`config.mk`:
```
export PLATFORM = sky130hd
export DESIGN_NAME = omad_decoder
export DESIGN_NICKNAME = d
export VERILOG_FILES = /design/src/omad_pkg.sv /design/src/omad_addr_latch.sv /design/src/omad_decoder.sv
export VERILOG_INCLUDE_DIRS = /design/src /design/src/src
export SDC_FILE = /design/constraint.sdc
export NUM_CORES = 1
export LEC_CHECK = 0
export ABC_AREA = 0
export BUFFER_PORTS_ARGS = -buffer_cell sky130_fd_sc_hd__buf_2
export CAP_MARGIN = 20
export CORE_MARGIN = 1.5
export CORE_UTILIZATION = 48
export CTS_BUF_LIST = sky130_fd_sc_hd__clkbuf_8
export CTS_CLUSTER_SIZE = 28
export DETAILED_ROUTE_END_ITERATION = 6
export PLACE_DENSITY_LB_ADDON = 0.2
export REMOVE_ABC_BUFFERS = 1
export SYNTH_ARGS = -nofsm -noshare
export SYNTH_HDL_FRONTEND = slang
export SYNTH_SLANG_ARGS = --single-unit
```
`constraint.sdc`:
```
create_clock -name clk -period 2.39 [get_ports clk]
set_input_delay 0.478 -clock clk [delete_from_list [all_inputs] [get_ports clk]]
set_output_delay 0.478 -clock clk [all_outputs]
set_load 0.05 [all_outputs]
```
`src/omad_map.svh`:
```
`ifndef OMAD_MAP_SVH
`define OMAD_MAP_SVH

// Captured high address byte after reset
`define OMAD_HI_BYTE_RST   8'h00
// Bit forced high by the run-utility input
`define OMAD_FORCE_MSB     8'h80
// Field positions inside the captured high byte
`define OMAD_BLK_MSB       7
`define OMAD_BLK_LSB       4
`define OMAD_A11_BIT       3
`define OMAD_A10_BIT       2
// 1 KB segment codes inside a 4 KB block (A11:A10)
`define OMAD_SEG_0         2'h0
`define OMAD_SEG_1         2'h1
`define OMAD_SEG_2         2'h2
`define OMAD_SEG_3         2'h3
// Level on the shared socket pin when a 1 KB type is fitted
`define OMAD_CTL_1K_LEVEL  1'h1
// Reset value of every select and enable
`define OMAD_SEL_RST       1'h0

`endif

```
`src/omad_pkg.sv`:
```
package omad_pkg;

    // One block selection: one-of-four for A15:A14, one-of-four for A13:A12
    typedef struct packed {
        logic [3:0] top;   // Bit i set selects A15:A14 == i
        logic [3:0] next;  // Bit i set selects A13:A12 == i
    } omad_strap_t;

    // Fitted socket type; the all-zero setting is the 2 KB type
    typedef enum logic [1:0] {
        OMAD_ROM_2K,
        OMAD_ROM_MASK_1K,
        OMAD_ROM_EPROM_1K,
        OMAD_ROM_EPROM_1K_ALT
    } omad_rom_type_t;

    // Chip selects for the four ROM sockets
    typedef struct packed {
        logic a_low;
        logic a_high;
        logic b_low;
        logic b_high;
    } omad_sockets_t;

    // Decoded block selection
    typedef struct packed {
        logic       valid;
        logic [3:0] block;
    } omad_block_t;

endpackage : omad_pkg

```
`src/omad_addr_latch.sv`:
```
`timescale 1ns/1ps
`default_nettype none
`include "omad_map.svh"

module omad_addr_latch (
    input  wire logic       clk,
    input  wire logic       rstn,
    input  wire logic [7:0] addr_bus,               // Multiplexed address lines
    input  wire logic       address_latch_pulse,    // Timing pulse, high early in cycle
    input  wire logic       run_utility_force,      // Forces the top address bit
    output logic      [7:0] hi_byte                 // Captured high byte, forced
);
    import omad_pkg::*;

    // Whole state of the latch
    typedef struct packed {
        logic       pulse_d;   // Pulse one cycle back
        logic [7:0] addr_d;    // Bus one cycle back
        logic [7:0] raw;       // Captured byte
        logic [7:0] out;       // Byte as presented
    } omad_latch_st_t;

    omad_latch_st_t st_ff;
    omad_latch_st_t nxt_st;

    // Capture on the falling edge of the pulse, using the byte seen while high
    always_comb begin
        nxt_st         = st_ff;
        nxt_st.pulse_d = address_latch_pulse;
        nxt_st.addr_d  = addr_bus;
        if (st_ff.pulse_d && !address_latch_pulse) begin
            nxt_st.raw = st_ff.addr_d; // [RULE_14] [RULE_02]
        end
        // Force is a level and acts on the presented byte every cycle
        nxt_st.out = run_utility_force ? (nxt_st.raw | `OMAD_FORCE_MSB) : nxt_st.raw; // [RULE_01]
    end

    // State register
    always_ff @(posedge clk or negedge rstn) begin
        if (!rstn) begin
            st_ff <= '{pulse_d: 1'h0, addr_d: `OMAD_HI_BYTE_RST,
                       raw: `OMAD_HI_BYTE_RST, out: `OMAD_HI_BYTE_RST};
        end else begin
            st_ff <= nxt_st;
        end
    end

    assign hi_byte = st_ff.out;

endmodule : omad_addr_latch
`default_nettype wire

```
`src/omad_decoder.sv`:
```
// Functional notes
// (RULE_01) Run-utility input forces top address bit high
// (RULE_02) Capture high address byte, decode chip selects
// (RULE_03) RAM selected when block matches RAM strap
// (RULE_04) RAM block enables buffers for whole 4 KB
// (RULE_05) Strap is one-of-four top plus one-of-four next
// (RULE_06) Two independent ROM pair block selectors
// (RULE_07) Shared block: RAM lowest, pair A low unused
// (RULE_08) 1 KB shared order: aL, bL, aH, bH
// (RULE_09) 2 KB: low socket lower half, high upper
// (RULE_10) 1 KB part in 2 KB socket wraps
// (RULE_11) Configurer fits one to four legal sockets
// (RULE_12) Type strap routes socket pins; default 2 KB
// (RULE_13) Buffers only on valid select; bad strap none
// (RULE_14) Latch high byte at pulse falling edge
// (RULE_15) Outputs gated by read strobe, not write absence
// (RULE_16) RAM decodes low ten bits, mirrors in block
`timescale 1ns/1ps
`default_nettype none
`include "omad_map.svh"

module omad_decoder (
    input  wire logic                    clk,
    input  wire logic                    rstn,
    input  wire logic [7:0]              addr_bus,               // Multiplexed address lines
    input  wire logic                    address_latch_pulse,    // Address timing pulse
    input  wire logic                    memory_read_strobe_n,   // Read strobe, active low
    input  wire logic                    memory_write_strobe_n,  // Write strobe, active low
    input  wire logic                    run_utility_force,      // Relocate startup
    input  wire omad_pkg::omad_strap_t   ram_block_strap,        // RAM block selection
    input  wire omad_pkg::omad_strap_t   rom_pair_a_block_strap, // Pair A block selection
    input  wire omad_pkg::omad_strap_t   rom_pair_b_block_strap, // Pair B block selection
    input  wire omad_pkg::omad_rom_type_t rom_type_strap,        // Fitted ROM type
    output logic [7:0]                   mem_addr_hi,            // Latched, forced high byte
    output logic                         ram_cs,                 // RAM chip select
    output logic                         ram_oe,                 // RAM output enable
    output logic                         ram_we,                 // RAM write enable
    output omad_pkg::omad_sockets_t      rom_socket_cs,          // Socket chip selects
    output logic                         rom_oe,                 // ROM output enable
    output logic                         rom_shared_pin,         // A10 or control level
    output logic                         data_buffer_one_en,     // Buffer one enable
    output logic                         data_buffer_two_en,     // Buffer two enable
    output logic                         data_buffer_dir_read    // Buffers drive toward host
);
    import omad_pkg::*;

    // Whole registered state of the decoder
    typedef struct packed {
        logic          ram_cs;
        logic          ram_oe;
        logic          ram_we;
        omad_sockets_t socks;
        logic          rom_oe;
        logic          shared_pin;
        logic          buf_one;
        logic          buf_two;
        logic          dir_read;
    } omad_dec_st_t;

    omad_dec_st_t st_ff;         // Registered outputs
    omad_dec_st_t nxt_st;        // Next value
    logic [7:0]   hi_byte;       // From the latch

    // One-hot to index; flags a strap with not exactly one jumper
    function automatic logic [2:0] onehot_idx(input logic [3:0] v);
        logic [2:0] r;
        r = 3'h0;
        unique case (v)
            4'h1:    r = 3'h4;
            4'h2:    r = 3'h5;
            4'h4:    r = 3'h6;
            4'h8:    r = 3'h7;
            default: r = 3'h0; // Open or doubled jumpers
        endcase
        return r;
    endfunction : onehot_idx

    // Turn a strap into a 4-bit block number plus validity
    function automatic omad_block_t strap_decode(input omad_strap_t s);
        omad_block_t b;
        logic [2:0]  t;
        logic [2:0]  n;
        t       = onehot_idx(s.top);
        n       = onehot_idx(s.next);
        b.valid = t[2] && n[2]; // [RULE_13]
        b.block = {t[1:0], n[1:0]}; // [RULE_05]
        return b;
    endfunction : strap_decode

    // High byte capture and run-utility force
    omad_addr_latch u_latch (
        .clk                 (clk),
        .rstn                (rstn),
        .addr_bus            (addr_bus),
        .address_latch_pulse (address_latch_pulse),
        .run_utility_force   (run_utility_force),
        .hi_byte             (hi_byte)
    );

    // Decode from the captured byte
    always_comb begin
        omad_block_t   ram_b;
        omad_block_t   pa_b;
        omad_block_t   pb_b;
        logic [3:0]    blk;
        logic [1:0]    seg;
        logic          ram_hit;
        logic          pa_hit;
        logic          pb_hit;
        logic          is_2k;
        logic          any_rom;
        logic          any_sel;
        logic          rd;
        logic          wr;
        omad_sockets_t s;
        ram_b   = strap_decode(ram_block_strap);
        pa_b    = strap_decode(rom_pair_a_block_strap);
        pb_b    = strap_decode(rom_pair_b_block_strap);
        blk     = hi_byte[`OMAD_BLK_MSB:`OMAD_BLK_LSB];
        seg     = {hi_byte[`OMAD_A11_BIT], hi_byte[`OMAD_A10_BIT]};
        rd      = !memory_read_strobe_n;
        wr      = !memory_write_strobe_n;
        is_2k   = (rom_type_strap == OMAD_ROM_2K); // [RULE_12]
        // Block matches only for well-formed straps
        ram_hit = ram_b.valid && (blk == ram_b.block); // [RULE_03] [RULE_13]
        pa_hit  = pa_b.valid && (blk == pa_b.block); // [RULE_06]
        pb_hit  = pb_b.valid && (blk == pb_b.block); // [RULE_06]
        s       = '0;
        if (!is_2k && pa_hit && pb_hit) begin
            // Shared 1 KB block: one socket per segment
            unique case (seg)
                `OMAD_SEG_0: s.a_low  = 1'h1; // [RULE_08]
                `OMAD_SEG_1: s.b_low  = 1'h1; // [RULE_08]
                `OMAD_SEG_2: s.a_high = 1'h1; // [RULE_08]
                `OMAD_SEG_3: s.b_high = 1'h1; // [RULE_08]
            endcase
        end else begin
            // Halves by A11; A10 ignored so a 1 KB part wraps
            s.a_low  = pa_hit && !hi_byte[`OMAD_A11_BIT]; // [RULE_09] [RULE_10]
            s.a_high = pa_hit && hi_byte[`OMAD_A11_BIT]; // [RULE_09] [RULE_10]
            s.b_low  = pb_hit && !hi_byte[`OMAD_A11_BIT]; // [RULE_09] [RULE_10]
            s.b_high = pb_hit && hi_byte[`OMAD_A11_BIT]; // [RULE_09] [RULE_10]
        end
        // RAM owns its lowest segment over any overlaid socket
        if (ram_hit && (seg == `OMAD_SEG_0)) begin
            s = '0; // [RULE_07]
        end
        any_rom = |s;
        // RAM mirrors through its block where no socket answers
        nxt_st.ram_cs     = ram_hit && !any_rom; // [RULE_16] [RULE_07]
        nxt_st.socks      = s;
        // Output drivers only on a real read strobe
        nxt_st.ram_oe     = nxt_st.ram_cs && rd; // [RULE_15]
        nxt_st.ram_we     = nxt_st.ram_cs && wr;
        nxt_st.rom_oe     = any_rom && rd; // [RULE_15]
        // Shared pin carries A10 for 2 KB parts, a fixed level otherwise
        nxt_st.shared_pin = is_2k ? hi_byte[`OMAD_A10_BIT] : `OMAD_CTL_1K_LEVEL; // [RULE_12]
        // Whole RAM block and every socket claim the bus
        any_sel           = ram_hit || any_rom; // [RULE_04] [RULE_13]
        nxt_st.buf_one    = any_sel && (rd || wr);
        nxt_st.buf_two    = any_sel && (rd || wr);
        nxt_st.dir_read   = any_sel && rd; // [RULE_15]
    end

    // Output register
    always_ff @(posedge clk or negedge rstn) begin
        if (!rstn) begin
            st_ff <= '{ram_cs: `OMAD_SEL_RST, ram_oe: `OMAD_SEL_RST, ram_we: `OMAD_SEL_RST,
                       socks: '0, rom_oe: `OMAD_SEL_RST, shared_pin: `OMAD_SEL_RST,
                       buf_one: `OMAD_SEL_RST, buf_two: `OMAD_SEL_RST,
                       dir_read: `OMAD_SEL_RST};
        end else begin
            st_ff <= nxt_st;
        end
    end

    // Ports straight from flip-flops
    assign mem_addr_hi          = hi_byte;
    assign ram_cs               = st_ff.ram_cs;
    assign ram_oe               = st_ff.ram_oe;
    assign ram_we               = st_ff.ram_we;
    assign rom_socket_cs        = st_ff.socks;
    assign rom_oe               = st_ff.rom_oe;
    assign rom_shared_pin       = st_ff.shared_pin;
    assign data_buffer_one_en   = st_ff.buf_one;
    assign data_buffer_two_en   = st_ff.buf_two;
    assign data_buffer_dir_read = st_ff.dir_read;

endmodule : omad_decoder
`default_nettype wire

```
==> flow_summary_export.csv <==
group,metric,value,unit
grt,grt_pass1_vias,1360,
yosys,synthSimpleGateAreaFrac,16.8,%
die,io_pins,60,
yosys,ys_warn_count,0,
yosys,ys_seq_elements,29,
timing,setup_tns,0,ns
yosys,syn_area_per_cell,9.58,µm²
timing,fin_skew,0.00679,ns
power_and_ir_drop,ir_worst_vdd,0.526,mV
setup_path,max_stage_delay,0.53,ns
routing,wl_per_cell,12.9,µm
yosys,ys_types,43,
clock_tree,numClockSinks,29,
routing,ant_nets,0,
timing,hold_ws,0.203,ns
die,die_w,60.4,µm
placement,routabilityCongestion,0.824,
yosys,syn_area,0.00158,mm²
yosys,synth_xor_area_share,1.66,%
clock_tree,cts_tree,"yes",
power_and_ir_drop,power,0.00126,W
die,start_util,51.0,%
clock_tree,cts.reportedPaths.clkPinSlew,0.06,ns
grt,grt_pass1_wl,5520,µm
die,core,0.00310,mm²
finish,drive_above_1_share,37.0,%
setup_path,slowest_stage,"dfrtp_1",
die,num_rows,20,
finish,top_register,"u_latch.st_ff",
timing,fin_crit,2.01,ns
finish,fin_util,62.4,%
run,maxCapViolations,0,
setup_path,worst-setup-path-type,"reg -> reg",
routing,vias,1416,
finish,syn2layout_area_growth,22.4,%
clock_tree,hold_buffers,0,
yosys,synth-async-reset-ratio,100,%
yosys,synth_top_family_by_area,"compound AO/OA/AOI/OAI gates",
yosys,synth_area_leaders,"dfrtp_1 (46%), o21ai_0 (6.6%), buf_4 (4.3%)",
setup_path,arrival,2.15,ns
yosys,ys_seq_area_share,45.9,%
timing,relSlewSlack,59.8,%
finish,fin_nets,255,
setup_path,critPathLaunchType,"register",
routing,totalWireLength,3360,µm
yosys,synth.most_common_cell,"dfrtp_1",
routing,firstDrtPassIters,4,
grt,grt_use_total,20.5,%
routing,drc,0,
setup_path,crit_family,"compound AO/OA/AOI/OAI gates",
timing,drv_slew,0,
clock_tree,cts_root_buffer,"clkbuf_8",
yosys,synth_edf_count,0,
yosys,synthFlopType,"dfrtp_1",
clock_tree,numCtsBuffers,5,
power_and_ir_drop,power.density,651,mW/mm²
setup_path,cp_data_required_time,2.53,ns
yosys,synth_fa_ha_area_share,0,%
clock_tree,cts-resized-gates,0,
run_status,outcome,"finished clean",
yosys,synthTopCellsByCount,"dfrtp_1 (29), o21ai_0 (21), a21oi_1 (11)",
yosys,synth_top_cell_area_share,45.9,%
timing,finalCritPeriodShare,84.1,%
routing,vias_per_cell,5.45,
clock_tree,post-cts-setup-buffers,0,
yosys,synth_top_area_cell,"dfrtp_1",
timing,hold_violations,0,
setup_path,endpoint_kind,"register",
clock_tree,clock_latency,0.28,ns
die,die_h,60.4,µm
hold_path,min_path_type,"in -> async",
yosys,synth_compound_area_share,23.3,%
power_and_ir_drop,p_leak,0.902,nW
grt,antenna_found_initial,0,
placement,portBuffers,59,
grt,grt-ovfl-total,0,
die,die-area,0.00365,mm²
grt,grt_max_degree,30,
yosys,syn_inst,165,
timing,rsz0062_at_grt,"false",
finish,antenna_cells_inserted,0,
clock_tree,ctsLongestPathBuffers,2,
setup_path,crit_chain,"nor2b_1 -> a21oi_1 -> o311ai_0 -> o2111ai_2 -> o31ai_1 -> a211oi_1",
setup_path,critPathBufInv,0,
timing,setup_viol,0,
finish,largest_register_ff_count,17,
timing,max_freq,0.498,GHz
routing,drtIter0Drc,89,
timing,worst_slew_pin_slew,0.603,ns
placement,hpwlAfterDp,2490,µm
yosys,synthMuxAreaShare,4.11,%
setup_path,cp_max_fo,10,
clock_tree,h-tree-depth,2,
final cells by class:
type	count	area (µm²)
clock buffers	7	96.3
clock inverters	1	5.00
repair buffers	60	303
inverters	7	26.3
fillers	293	1170
well taps	44	55.1
flip-flops and latches	29	726
multi-input cells	112	724
metrics by stage:
stage	instance area (µm²)	worst slack, ns	std cells
floorplan	1480	0.324	148
global placement	1830	0.234	252
detailed placement	1830	0.189	252
CTS	1940	0.399	260
global route	1940	0.194	260
finish	1940	0.380	260
per-layer routing:
metal / global-route usage, % / up-vias / share of wire, %
met4: 8.57 / 0 / 1.6
li1: - / 698 / -
met2: 35.4 / 54 / 49
met1: 22.9 / 656 / 43
met3: 7.25 / 8 / 7.3
met5: 0 / - / 0
report_power, final:
part	switching (W)	internal [W]	total [W]	leakage [nW]
logic	0.000177	0.0000921	0.000269	0.487
clock network	0.000176	0.000259	0.000435	0.0542
registers	0.0000342	0.000521	0.000555	0.361
cells by family (layout without fill, tap and decap cells):
| group | after synthesis | after routing |
|---|---|---|
| flops | 29 | 29 |
| mux | 6 | 6 |
| simple gates | 47 | 47 |
| xor+xnor | 3 | 3 |
| buf+inv | 24 | 75 |
| compound gates | 56 | 56 |
final timing paths:
| kind | from | cells after the start | slack (ns) | endpoint |
|---|---|---|---|---|
| worst min register to register | u_latch.st_ff[18]$_DFF_PN0_ | 2 | 0.45 | u_latch.st_ff[10]$_DFFE_PN0P_ |
| max in group asynchronous | rstn | 1 | 1.79 | u_latch.st_ff[22]$_DFF_PN0_ |
| worst max-delay path | u_latch.st_ff[13]$_DFFE_PN0P_ | 6 | 0.38 | rom_socket_cs[1]$_DFF_PN0_ |
| worst min-delay path | rstn | 1 | 0.20 | rom_socket_cs[1]$_DFF_PN0_ |
| min in group clk | addr_bus[3] | 1 | 0.30 | u_latch.st_ff[19]$_DFF_PN0_ |
| worst max register to register | u_latch.st_ff[13]$_DFFE_PN0P_ | 6 | 0.38 | rom_socket_cs[1]$_DFF_PN0_ |
placed cells by master, fill, tap and decap left out, types with 5 or more instances in the layout:
cell type,n
inv_1,6
dfrtp_1,29
nor2_1,8
nand2_1,10
buf_2,59
clkbuf_8,7
a21oi_1,11
nor2b_1,5
o21ai_0,21
(Power assumes the default switching activity.)
